===== src/inc/aairq_consts.vh =====
/*
  Constants of the interrupt configuration block: register offsets,
  field positions, reset values and timing counts.
  Assumes a 200 MHz mclk.
*/
`ifndef AAIRQ_CONSTS_VH
`define AAIRQ_CONSTS_VH

`define AAIRQ_ADDR_CFG        8'h32
`define AAIRQ_ADDR_MASK       8'h33
`define AAIRQ_ADDR_LATCH      8'h36

`define AAIRQ_CFG_POL_BIT     7
`define AAIRQ_CFG_EVT_HI      6
`define AAIRQ_CFG_EVT_LO      5
`define AAIRQ_CFG_FILT_BIT    2
`define AAIRQ_CFG_WMASK       8'hE4
`define AAIRQ_CFG_RESET       8'h00
`define AAIRQ_MASK_RESET      8'hFF

`define AAIRQ_SRC_CLKERR      7
`define AAIRQ_SRC_PLLLOCK     6
`define AAIRQ_SRC_SATURATE    5
`define AAIRQ_SRC_VADUP       4
`define AAIRQ_SRC_VADDOWN     3
`define AAIRQ_SRC_LO          3
`define AAIRQ_NUM_SRC         5

`define AAIRQ_STYLE_LEVEL     2'h0
`define AAIRQ_STYLE_REPEAT    2'h2
`define AAIRQ_STYLE_ONCE      2'h3

`define AAIRQ_CLK_MHZ         200
`define AAIRQ_PULSE_MS        2
`define AAIRQ_PERIOD_MS       4
// 2 ms and 4 ms at 200 MHz, sized to the 24-bit timer
`define AAIRQ_PULSE_CYCLES    24'h061A80
`define AAIRQ_PERIOD_CYCLES   24'h0C3500

`endif


===== src/aairq_event_sync.v =====
/*
  Two-flop synchroniser and rising-edge detector for the event inputs.
  Assumes event sources are levels from outside the mclk domain.
*/
`timescale 1ns/1ps
module aairq_event_sync #(
  parameter WIDTH = 5
) (
  input  wire             mclk,
  input  wire             resetn,
  input  wire [WIDTH-1:0] eventIn,
  output reg  [WIDTH-1:0] eventRise
);
  reg [WIDTH-1:0] syncA;
  reg [WIDTH-1:0] syncB;
  reg [WIDTH-1:0] syncPrev;

  genvar i;
  generate
    for (i = 0; i < WIDTH; i = i + 1) begin : gSync
      always @(posedge mclk or negedge resetn) begin
        if (!resetn) begin
          syncA[i]     <= 1'b0;
          syncB[i]     <= 1'b0;
          syncPrev[i]  <= 1'b0;
          eventRise[i] <= 1'b0;
        end else begin
          syncA[i]     <= eventIn[i];
          syncB[i]     <= syncA[i];
          syncPrev[i]  <= syncB[i];
          eventRise[i] <= syncB[i] & ~syncPrev[i];
        end
      end
    end
  endgenerate
endmodule // aairq_event_sync


===== src/aairq_ctrl.v =====
/*
  Interrupt configuration, masking and latched-flag readback of a
  two-channel audio converter, with the interrupt output generator.
  Assumes a simple synchronous register port (one-cycle write strobe,
  read strobe with combinational-free registered data) from the
  control-bus slave, and event inputs from other clock domains.
*/
// What this block does
// - Polarity bit 7: 0 low, 1 high
// - Style 0: assert while unmasked event pending
// - Style 2: 2 ms on per 4 ms
// - Style 3: 2 ms pulse on event; a new event restarts the pulse
// - Filter bit 2 hides masked flags on readback
// - Config resets zero; reserved bits read zero
// - Mask 1 suppresses source; masks reset 0xFF
// - Mask bit 7: serial port clock error
// - Mask bit 6: PLL lock
// - Mask bit 5: mixing saturation alert
// - Mask bit 4: activity power-up detect
// - Mask bit 3: activity power-down detect
// - Flags set per source, clear on read
// - Flag bits share mask bit positions
`timescale 1ns/1ps
`include "aairq_consts.vh"
module aairq_ctrl (
  input  wire       mclk,
  input  wire       resetn,
  input  wire       regWrite,
  input  wire       regRead,
  input  wire [7:0] regAddr,
  input  wire [7:0] regWdata,
  output reg  [7:0] regRdata,
  input  wire       serialAudioPortClkErr,
  input  wire       pllLock,
  input  wire       mixSaturation,
  input  wire       voiceActivityDetectorUp,
  input  wire       voiceActivityDetectorDown,
  output reg        irqLine
);
  localparam [23:0] PULSE_CYC  = `AAIRQ_PULSE_CYCLES;
  localparam [23:0] PERIOD_CYC = `AAIRQ_PERIOD_CYCLES;

  reg  [7:0] intConfig;
  reg  [7:0] irqSourceMasks;
  reg  [7:0] latchedEventFlags;
  reg  [23:0] pulseCount;
  reg        pulseActive;
  reg  [23:0] next_pulseCount;
  reg        next_pulseActive;
  reg        assertNow;
  reg  [7:0] next_flags;
  reg  [7:0] readValue;

  wire [`AAIRQ_NUM_SRC-1:0] eventRise;
  wire [7:0] eventVec;
  wire [7:0] unmaskedPending;
  wire [7:0] unmaskedEvent;
  wire       irqPolaritySel;
  wire [1:0] irqStyle;
  wire       latchedViewFilter;
  wire       readLatch;
  wire       cfgWrite;
  wire       maskWrite;

  aairq_event_sync #(
    .WIDTH (`AAIRQ_NUM_SRC)
  ) uSync (
    .mclk      (mclk),
    .resetn    (resetn),
    .eventIn   ({serialAudioPortClkErr, pllLock, mixSaturation,
                 voiceActivityDetectorUp, voiceActivityDetectorDown}),
    .eventRise (eventRise)
  );

  // Sources in bits 7..3, reserved positions never see events
  assign eventVec          = {eventRise, 3'h0};
  assign irqPolaritySel    = intConfig[`AAIRQ_CFG_POL_BIT];
  assign irqStyle          = intConfig[`AAIRQ_CFG_EVT_HI:`AAIRQ_CFG_EVT_LO];
  assign latchedViewFilter = intConfig[`AAIRQ_CFG_FILT_BIT];
  // Mask bits 7..3 gate clock error, PLL, saturation, activity up/down
  assign unmaskedPending   = latchedEventFlags & ~irqSourceMasks;
  assign unmaskedEvent     = eventVec & ~irqSourceMasks;
  assign readLatch         = regRead && (regAddr == `AAIRQ_ADDR_LATCH);
  assign cfgWrite          = regWrite && (regAddr == `AAIRQ_ADDR_CFG);
  assign maskWrite         = regWrite && (regAddr == `AAIRQ_ADDR_MASK);

  // Reserved config bits are not writable, so they always read zero
  always @(posedge mclk or negedge resetn) begin
    if (!resetn) begin
      intConfig <= `AAIRQ_CFG_RESET;
    end else if (cfgWrite) begin
      intConfig <= regWdata & `AAIRQ_CFG_WMASK;
    end
  end

  // Bits 2..0 stored as written; software keeps them at one
  always @(posedge mclk or negedge resetn) begin
    if (!resetn) begin
      irqSourceMasks <= `AAIRQ_MASK_RESET;
    end else if (maskWrite) begin
      irqSourceMasks <= regWdata;
    end
  end

  // Read clears the flags; an event in the same cycle survives the clear
  always @* begin
    next_flags = latchedEventFlags;
    if (readLatch) begin
      next_flags = 8'h00;
    end
    next_flags = next_flags | eventVec;
  end

  always @(posedge mclk or negedge resetn) begin
    if (!resetn) begin
      latchedEventFlags <= 8'h00;
    end else begin
      latchedEventFlags <= next_flags;
    end
  end

  always @* begin
    readValue = 8'h00;
    case (regAddr)
      `AAIRQ_ADDR_CFG:   readValue = intConfig;
      `AAIRQ_ADDR_MASK:  readValue = irqSourceMasks;
      `AAIRQ_ADDR_LATCH: readValue = latchedViewFilter ? unmaskedPending
                                                       : latchedEventFlags;
      default:           readValue = 8'h00;
    endcase
  end

  always @(posedge mclk or negedge resetn) begin
    if (!resetn) begin
      regRdata <= 8'h00;
    end else if (regRead) begin
      regRdata <= readValue;
    end
  end

  // Timer: free-running 4 ms frame for style 2, one-shot 2 ms for style 3
  always @* begin
    next_pulseCount  = pulseCount;
    next_pulseActive = pulseActive;
    case (irqStyle)
      `AAIRQ_STYLE_REPEAT: begin
        next_pulseActive = 1'b0;
        if (pulseCount >= PERIOD_CYC - 24'h000001) begin
          next_pulseCount = 24'h000000;
        end else begin
          next_pulseCount = pulseCount + 24'h000001;
        end
      end
      `AAIRQ_STYLE_ONCE: begin
        // A new event restarts the pulse rather than queueing another
        if (|unmaskedEvent) begin
          next_pulseActive = 1'b1;
          next_pulseCount  = 24'h000000;
        end else if (pulseActive) begin
          if (pulseCount >= PULSE_CYC - 24'h000001) begin
            next_pulseActive = 1'b0;
            next_pulseCount  = 24'h000000;
          end else begin
            next_pulseCount = pulseCount + 24'h000001;
          end
        end
      end
      default: begin
        // Style 1 is never programmed; it behaves like style 0
        next_pulseActive = 1'b0;
        next_pulseCount  = 24'h000000;
      end
    endcase
  end

  always @(posedge mclk or negedge resetn) begin
    if (!resetn) begin
      pulseCount  <= 24'h000000;
      pulseActive <= 1'b0;
    end else begin
      pulseCount  <= next_pulseCount;
      pulseActive <= next_pulseActive;
    end
  end

  always @* begin
    assertNow = 1'b0;
    case (irqStyle)
      `AAIRQ_STYLE_REPEAT: assertNow = (|unmaskedPending) &&
                                       (pulseCount < PULSE_CYC);
      `AAIRQ_STYLE_ONCE:   assertNow = pulseActive;
      default:             assertNow = |unmaskedPending;
    endcase
  end

  always @(posedge mclk or negedge resetn) begin
    if (!resetn) begin
      irqLine <= 1'b1;
    end else begin
      irqLine <= irqPolaritySel ? assertNow : ~assertNow;
    end
  end
endmodule // aairq_ctrl


===== config.mk =====
export PLATFORM = sky130hd
export DESIGN_NAME = aairq_ctrl
export DESIGN_NICKNAME = d
export VERILOG_FILES = /design/src/aairq_event_sync.v /design/src/aairq_ctrl.v
export VERILOG_INCLUDE_DIRS = /design/src /design/src/inc
export SDC_FILE = /design/constraint.sdc
export NUM_CORES = 1
export LEC_CHECK = 0
export BUFFER_PORTS_ARGS = -buffer_cell sky130_fd_sc_hd__buf_2
export CORE_AREA = 2 2 68 95
export CTS_BUF_LIST = sky130_fd_sc_hd__clkbuf_16
export CTS_CLUSTER_SIZE = 14
export DETAILED_ROUTE_END_ITERATION = 8
export DIE_AREA = 0 0 70 97
export GPL_ROUTABILITY_DRIVEN = 1
export GPL_TIMING_DRIVEN = 0
export HOLD_SLACK_MARGIN = 0.08
export PLACE_DENSITY = 0.86
export RECOVER_POWER = 100
export SLEW_MARGIN = 20
export SYNTH_ARGS = -nofsm -noshare
export SYNTH_HDL_FRONTEND = slang
export SYNTH_SLANG_ARGS = --single-unit

===== constraint.sdc =====
create_clock -name mclk -period 2.51 [get_ports mclk]
set_input_delay 0.3765 -clock mclk [delete_from_list [all_inputs] [get_ports mclk]]
set_output_delay 0.3765 -clock mclk [all_outputs]
set_load 0.05 [all_outputs]

== Yosys cells after proc, flatten, opt, wreduce, memory -nomap -nowiden ==
Index checks and enable logic that the tools add are counted.

* Add/sub/neg operators: 1
* Bitwise gates (word level): 15
* Mux-type cells: 14
* Magnitude comparators: 3
* Reductions and logical operators: 6
* Equality and inequality tests: 6

{| class="wikitable"
|+ Operators by type and width
! operator !! count
|-
| two-way mux 24 bit || 4
|-
| case mux 24 bit (2 select lines) || 1
|-
| adder 24 x 1 -> 24 bit (second input constant) || 1
|-
| == test 8 x 6 -> 1 bit (second input constant) || 3
|-
| >= comparator 24 x 19 -> 1 bit (second input constant) || 1
|-
| >= comparator 24 x 20 -> 1 bit (second input constant) || 1
|-
| < comparator 24 x 19 -> 1 bit (second input constant) || 1
|-
| case mux 8 bit (3 select lines) || 1
|-
| bitwise AND 8 bit || 2
|-
| two-way mux 8 bit || 2
|-
| OR reduction 8 bit || 2
|-
| NOT 8 bit || 1
|-
| OR 8 bit || 1
|-
| NOT 1 bit || 6
|-
| bitwise AND 1 bit || 5
|-
| two-way mux 1 bit || 5
|-
| == test 2 bit (second input constant) || 2
|-
| logical AND 1 bit || 4
|-
| inequality test 3 bit (second input constant) || 1
|-
| case mux 1 bit (2 select lines) || 1
|}

* Word-level logic and storage cells: 72
* Register bits: 74
* Input bits: 25

== Logic depth before layout (Yosys ltp) ==
Gate-level depths: netlist of the first run.

* Depth in word-level cells: 7
* Mapped depth: 7

== Hierarchy ==
From an unflattened synthesis of the first run, not the netlist that was laid out.

* Cells, all modules: 298
* Area, all modules: 3,266.9 µm²

{| class="wikitable"
|+ By module, submodules not included
! module !! sequential area each (µm²) !! cells each !! area an instance (µm²) !! times used
|-
| aairq_ctrl || 1,287.5 || 273 || 2,697.6 || 1
|-
| aairq_event_sync || 500.5 || 25 || 569.3 || 1
|}

== Worst setup path after synthesis of the first run ==
Ideal clock, no wire load.

* Path type: register to register
* Start point: reg pulseCount[17]
* End point: reg pulseCount[10]
* Period minus slack after synthesis: 2.172 ns
* Slack: 0.338 ns
* Arrival time: 2.027 ns
* Cell stages (with the launch flop): 6
* Library setup time: 0.145 ns
* Required time: 2.365 ns
* Cells stage by stage: dfrtp_1 or4_1 or4_1 a21oi_1 buf_2 a22oi_1

* Longest elaborated chain between the ends: 5

{| class="wikitable"
|+ RTL lines
! element !! RTL line !! source
|-
| from (decl) || aairq_ctrl.v:46 || <nowiki>reg [23:0] pulseCount;</nowiki>
|-
| from (signal assigned) || aairq_ctrl.v:181 || <nowiki>pulseCount <= next_pulseCount;</nowiki>
|-
| >= comparator 24 x 19 -> 1 bit || aairq_ctrl.v:160 || <nowiki>if (pulseCount >= PULSE_CYC - 24'h000001) begin</nowiki>
|-
| two-way mux 24 bit || aairq_ctrl.v:160 ||
|-
| two-way mux 24 bit || aairq_ctrl.v:159 || <nowiki>end else if (pulseActive) begin</nowiki>
|-
| two-way mux 24 bit || aairq_ctrl.v:156 || <nowiki>if (|unmaskedEvent) begin</nowiki>
|-
| case mux 24 bit (2 select lines) * || aairq_ctrl.v:145 || <nowiki>case (irqStyle)</nowiki>
|}

Mark *: on every way between the ends. The rest lies on a longest branch, timed or not. The select of a mux whose other input is x is not followed.
A chain may end at the register's enable or synchronous reset.

== Final worst setup path of the first run ==
* Start point: reg pulseCount[17]
* End point: reg pulseCount[8]

The elaborated chain is that of the path after synthesis.

==> summary.txt, run 1 <==
Status
  – Status: complete, but fails checks
  – Failing checks: capacitance limit, slew limit

Placement
  – IO Port Bufs: 33
  – RePlAce Congestion: roughly 0.90
  – Pre-CTS setup slack: -0.08530 ns
  – Post-DP HPWL: 5423 um

Drt
  – Via count: between 2,000 and 3,000
  – WL per Instance: 19.04 um
  – Routed Antenna Nets: 0
  – Vias/cell: 6.499
  – DRT iter0 DRCs: 345
  – Overall routed net length: 8282 um
  – Number of remaining DRC errors: 0
  – First-pass DRT Iterations: 6

Run
  – Max_cap viols: 1

Worst hold path
  – Worst hold stages: 1
  – Hold Path Origin: mixSaturation
  – HP Class: in -> reg
  – WHS Endpoint: uSync.syncA[2]

Logic synthesis
  – Top-area cell type share of the netlist area: 0.4630
  – Synth Net Count: 338
  – EDFF count, synth: 0
  – Netlist cell types: 56
  – Cell with the most instances after synthesis: dfrtp_1
  – Synth top cells by count: 62 x dfrtp_1, 26 x nand2_1, 23 x a21oi_1
  – Ys flop type: dfrtp_1
  – Post-synth ARST share: 1.000
  – Synth Register Bits: 71
  – Area contributors post-synth: dfrtp_1 46%, dfstp_2 7.1%, mux2_2 4.4%
  – Cell taking the most area after synthesis: dfrtp_1
  – Syn_area_per_cell: 10.74 sq um
  – Yosys warnings: 0
  – Synthesized area: 3351 sq um
  – Sequential area share after synthesis: 0.5336
  – Gate Count Post-Synth: 312

Critical path
  – Worst r2r path cells: 5
  – Crit start category: register
  – Crit path required time: approximately 2.7 ns
  – Worst r2r src: pulseCount[17]
  – FF-to-FF End: pulseCount[8]
  – Crit-path slowest cell: or4_1
  – CP max stage delay: 0.59 ns
  – Crit path max fanout: 10
  – Cell with the most instances on the worst path: or4_1
  – Crit Path Class: reg -> reg
  – Crit path cell chain: or4_1, or4_1, a21oi_2, clkbuf_2, a21oi_1
  – CP Capture Type: register
  – R2R setup slack: 0.11 ns
  – Worst Path Arrival: roughly 2.6 ns

Global route
  – First-pass GRT wire length: 13,810 um
  – Overflow after GRT: 0
  – Number of global-route vias before repair: a little under 3,000
  – Initial antenna violation count: 0
  – Total track usage: 0.2614
  – Largest net degree at the start of global routing: 41

Floorplanning
  – I/O Pins: 34
  – Die area: approximately 6800 sq um
  – Rows: 33
  – Initial Util: 0.5715
  – Core region area: 5863 sq um
  – Die width: 70 um
  – DIE HEIGHT: 97 um

CTS
  – H-tree level count: 3
  – Root buf cell: clkbuf_16
  – Num CTS Buffers: 9
  – Reg clk slew, reported paths: ~0.05 ns
  – Clk_lat worst skew: ~0.34 ns
  – Clock Path Buffers: 2
  – CTS tree: done
  – CTS sink count: 71

Cells and area
  – Ant diodes: 0
  – Register area: roughly 1800 sq um
  – Footprint of the multi-input gates: ~1500 sq um
  – Post-layout util: 0.6773
  – Area Overhead vs Synth: 18.52%
  – Share of layout cells above drive strength 1: 0.2192
  – # nets final: ~390
  – Fill cells: 407

STA
  – Final Hold Vio Count: 0
  – Max-slew headroom: -0.1713
  – Fin. max-slew vios: 32
  – Tmin final: 2.403 ns
  – Final setup viols: 0
  – Fmax: approximately 420 MHz
  – TNS Setup: 0 ns
  – Final setup margin: 0.1067 ns
  – RSZ-0062 raised after global routing: false
  – Crit share post-route: 0.9575
  – Hold slack: 0.1485 ns
  – Worst-Margin Slew: 1.757 ns
  – Worst Skew: between 0.003 and 0.004 ns

Pwr
  – Leak: 0.001553 uW
  – Peak supply drop: between 0.0006 and 0.0007 V
  – Power Total: 2683 uW
  – Pwr Density: 675.5 nW/um^2
[flip-flops by register name (all words and copies together) (netlist names)]
| register | cells |
|---|---|
| uSync.syncPrev | 5 |
| uSync.eventRise | 5 |
| uSync.syncB | 5 |
| irqSourceMasks | 8 |
| latchedEventFlags | 5 |
| pulseCount | 24 |
| irqLine | 1 |
| intConfig | 4 |
| pulseActive | 1 |
| uSync.syncA | 5 |
| regRdata | 8 |
[cells by family after synthesis]
family / synth area share
AO/OA/AOI/OAI: 0.1815
adder cells (fa/ha/maj): 0.003734
buffers and inverters: 0.03809
multiplexers: 0.04668
AND/OR/NAND/NOR: 0.1703
XOR/XNOR: 0.02614
flip-flops: 0.5336
[routing by layer]
layer | part of all wire | GRT usage | up-vias
met4 | 0.058 | 0.1775 | 0
met2 | 0.52 | 0.4491 | 133
met1 | 0.36 | 0.2797 | 1373
li1 | - | - | 1278
met3 | 0.060 | 0.06042 | 43
met5 | 0 | 0 | -
[cells in the final DEF, fill, tap and decap left out, types with 2 or more instances in the layout]
cell / count
and2_1: 3
or3_1: 3
nor2_1: 4
nand4_1: 7
o21ai_0: 4
nand3_1: 13
mux2_2: 12
a21o_1: 6
a32oi_1: 5
clkbuf_1: 18
a21boi_0: 3
nor4_1: 3
nand2_1: 26
a31oi_1: 6
a2111oi_0: 2
o22ai_1: 5
clkbuf_16: 9
clkbuf_2: 2
or4_2: 2
a21oi_1: 22
nor3_1: 3
dfstp_2: 9
nor2b_1: 10
a211oi_1: 3
or4_1: 7
bufinv_16: 2
a222oi_1: 2
buf_2: 27
dfrtp_1: 62
a22oi_1: 8
o31ai_1: 8
o221ai_1: 3
xnor2_1: 10
nor4bb_1: 2
inv_1: 19
[stage by stage]
stage,instance area (sq um),std cells
6_report,3971,435
5_1_grt,3971,435
4_1_cts,3970,435
3_5_place_dp,3626,416
3_3_place_gp,3603,415
2_1_floorplan,3351,312
[timing repair]
| action | 4_1_cts | 5_1_grt |
|---|---|---|
| hold buffers | 1 | 0 |
| hold endpoints to repair | 24 | 0 |
| gates resized for setup | 1 | 6 |
| pin swaps | 1 | 0 |
| cloned | 0 | 0 |
| setup endpoints to repair | 20 | 24 |
| buffers inserted | 2 | 0 |
[how the worst max path moves through the flow]
| stage | start | endpoint | slack, ns | depth (start not counted) |
|---|---|---|---|---|
| after detailed placement | irqSourceMasks[6] | pulseCount[21] | -0.09 | 6 |
| after global routing | pulseCount[0] | pulseCount[14] | 0.01 | 7 |
| final | pulseCount[17] | pulseCount[8] | 0.11 | 5 |
| after floorplan | pulseCount[17] | pulseCount[10] | 0.34 | 5 |
| after CTS | pulseCount[0] | pulseCount[10] | 0.04 | 7 |
| after global placement | irqSourceMasks[6] | pulseCount[21] | -0.02 | 6 |
[where the power goes]
group          switching, uW  internal, uW
clock network            483           864
registers               21.6          1180
logic                   84.0          49.7
[area by class of cell]
cell class / instances / share of cell area
plain buffers: 14 / 0.01607
clock buffers: 9 / 0.05671
multi-input cells: 209 / 0.3667
repair buffers: 37 / 0.04883
well taps: 70 / 0.02205
clock inverters: 7 / 0.02237
flip-flops and latches: 71 / 0.4502
inverters: 18 / 0.01701
[critical path, delay by kind of cell, from the launching register on]
| kind | cells | cell delay (ns) |
|---|---|---|
| buffers and inverters | 1 | 0.28 |
| DFF | 1 | 0.44 |
| AOI/OAI and AO/OA | 2 | 0.37 |
| and+or+nand+nor | 2 | 1.17 |
Note: power is estimated with default switching activity, not from simulation.
==> run 2: changes to the inputs <==
- CELL_PAD_IN_SITES_DETAIL_PLACEMENT: unset -> 1
- CELL_PAD_IN_SITES_GLOBAL_PLACEMENT: unset -> 1
- CORE_AREA: 2 2 68 95 -> 2 2 76 106
- DIE_AREA: 0 0 70 97 -> 0 0 78 108
- REMOVE_ABC_BUFFERS: unset -> 1
- clock period: 2.51 -> 2.3 ns (I/O delays scaled with it)
==> summary.txt, run 2 (synthesis gave the netlist of run 1 again) <==
Critical path
  – Buf+Inv Stages, Crit Path: 1 (unchanged)
  – Crit path cell chain: or4_4, or4_4, a21oi_4, buf_4, a22oi_1
  – Cell with the most instances on the worst path: or4_4
  – CP Capture Type: register
  – Crit path required time: 2.50 ns (-0.20 ns)
  – CP max stage delay: 0.62 ns (+0.03 ns)
  – Worst r2r path cells: 5 (unchanged)
  – Worst r2r src: pulseCount[17]
  – Crit Path Class: reg -> reg
  – R2R setup slack: 0.004 ns (-0.10 ns)
  – Worst setup startpoint: pulseCount[17]
  – Worst Path Arrival: 2.50 ns (-0.09 ns)
  – Crit-path slowest cell: or4_4
  – Crit start category: register
  – CP delay by family, top: simple AND/OR/NAND/NOR gates
  – FF-to-FF End: pulseCount[21]
  – Setup crit end: pulseCount[21]
  – Crit path max fanout: 8 (-2)
  – WP depth: 5 (unchanged)

Run
  – Max_cap viols: 1 (unchanged)

STA
  – Final Hold Vio Count: 0 (unchanged)
  – Final setup viols: 0 (unchanged)
  – Worst-Margin Slew: 1.643 ns (-0.1142 ns)
  – Tmin final: 2.296 ns (-0.1073 ns)
  – Worst Skew: 0.009099 ns (+0.005808 ns)
  – Fmax: 435.5 MHz (+4.7%)
  – Fin. max-slew vios: 29 (-9.4%)
  – Max-slew headroom: -0.09520 (+0.07615)
  – Crit share post-route: 0.9983 (+0.04076)
  – Hold slack: 0.1092 ns (-0.03931 ns)

Cells and area
  – Commonest non-fill, non-tap cell in the layout: dfrtp_1
  – Max reg flops: 24 (unchanged)
  – Area Overhead vs Synth: 25.54%
  – Biggest regs: pulseCount: 24 flops, irqSourceMasks: 8 flops, regRdata: 8 flops
  – Reg with most FFs: pulseCount
  – # nets final: 389 (+0.78%)
  – Fill cells: 809 (+99%)
  – Commonest non-fill, non-tap cells in the layout: 52 x dfrtp_1, 25 x nand2_1, 25 x buf_2, 22 x a21oi_1, 17 x inv_1
  – Share of layout cells above drive strength 1: 0.3125 (+0.09332)
  – Ant diodes: 0 (unchanged)
  – Non-filler cells, final: 465 (+6.9%)

Drt
  – Number of remaining DRC errors: 0 (unchanged)
  – First-pass DRT Iterations: 5 (-1)
  – DRT iter0 DRCs: 169 (-51%)
  – Via count: 2,965 (+4.9%)
  – WL per Instance: 23.11 um (+21%)
  – Overall routed net length: 10,750 um (+30%)
  – Vias/cell: 6.376 (-1.9%)
  – Routed Antenna Nets: 0 (unchanged)

CTS
  – CTS tree: done
  – Clock Path Buffers: 2 (unchanged)
  – H-tree level count: 3 (unchanged)
  – Num CTS Buffers: 9 (unchanged)
  – Root buf cell: clkbuf_16
  – Reg clk slew, reported paths: 0.05 ns (about the same)
  – Clk_lat worst skew: 0.34 ns (about the same)
  – CTS sink count: 71 (unchanged)

Placement
  – Placed Cells: 434 (+4.3%)
  – IO Port Bufs: 33 (unchanged)
  – Post-DP HPWL: 6111 um (+13%)
  – RePlAce Congestion: 0.7651 (-15%)

Global route
  – Total track usage: 0.2487 (-0.01269)
  – Number of global-route vias before repair: 3,116 (+7.8%)
  – Largest net degree at the start of global routing: 44 (+7.3%)
  – Overflow after GRT: 0 (unchanged)
  – Initial antenna violation count: 0 (unchanged)
  – First-pass GRT wire length: 15,820 um (+15%)

Floorplanning
  – I/O Pins: 34 (unchanged)
  – DIE HEIGHT: 108 um (+11%)
  – Core region area: 7407 sq um (+26%)
  – Initial Util: 0.4524 (-0.1191)
  – Die area: 8424 sq um (+24%)
  – Die width: 78 um (+11%)
  – Rows: 37 (+12%)

Worst hold path
  – HP Class: in -> reg

Pwr
  – Leak: 0.001621 uW (+4.4%)
  – Peak supply drop: 0.0004037 V (-34%)
  – Pwr Density: 734.3 nW/um^2 (+8.7%)

Status
  – Failing checks: capacitance limit, slew limit
  – Status: complete, but fails checks
-- run 2: power by group --
part           switching [uW]  total [uW]  internal [uW]
Combinational            97.3         156           58.3
Sequential               30.8        1320           1290
Clock                     560        1610           1060
Total                     688        3090           2400
-- run 2: final cells by class --
| type | count | area (sq um) | area share |
|---|---|---|---|
| well taps | 97 | 121.4 | 0.02885 |
| clock inverters | 7 | 115.1 | 0.02736 |
| repair buffers | 54 | 324.1 | 0.07704 |
| multi-input cells | 209 | 1553 | 0.3691 |
| inverters | 18 | 67.56 | 0.01606 |
| clock buffers | 9 | 225.2 | 0.05354 |
| flip-flops and latches | 71 | 1800 | 0.4280 |
-- run 2: worst min path at each step --
stage / start / end / cells past startpoint
after floorplan: resetn / intConfig[2] / 0
after global placement: uSync.syncA[0] / uSync.syncB[0] / 0
after detailed placement: resetn / regRdata[3] / 1
after CTS: voiceActivityDetectorDown / uSync.syncA[0] / 1
after global routing: mixSaturation / uSync.syncA[2] / 1
final: mixSaturation / uSync.syncA[2] / 1
-- run 2: layer usage --
layer,up-vias,global-route usage,share of wire
met5,-,0,0
met2,134,0.4458,0.52
li1,1280,-,-
met3,59,0.06177,0.047
met1,1492,0.2499,0.36
met4,0,0.1754,0.076
-- run 2: repair_timing --
item	in CTS	in global routing
hold buffers	1	0
endpoints found under the hold margin	21	0
pin swaps	2	3
setup endpoints to repair	22	25
buffers inserted	2	13
resized for setup	11	25
-- run 2: stage by stage --
step | utilization | instance area (sq um) | total power [uW] | setup TNS (ns) | setup slack [ns]
2_1_floorplan | - | 3291 | 1385 | -8.883 | -0.4422
3_3_place_gp | 0.4829 | 3577 | 1455 | -36.03 | -1.603
3_5_place_dp | 0.4916 | 3641 | 1476 | -8.103 | -0.5022
4_1_cts | 0.5473 | 4054 | 3094 | -0.02934 | -0.01413
5_1_grt | 0.5679 | 4207 | 3165 | -0.2177 | -0.05208
6_report | 0.5679 | 4207 | 3089 | 0 | 0.004013
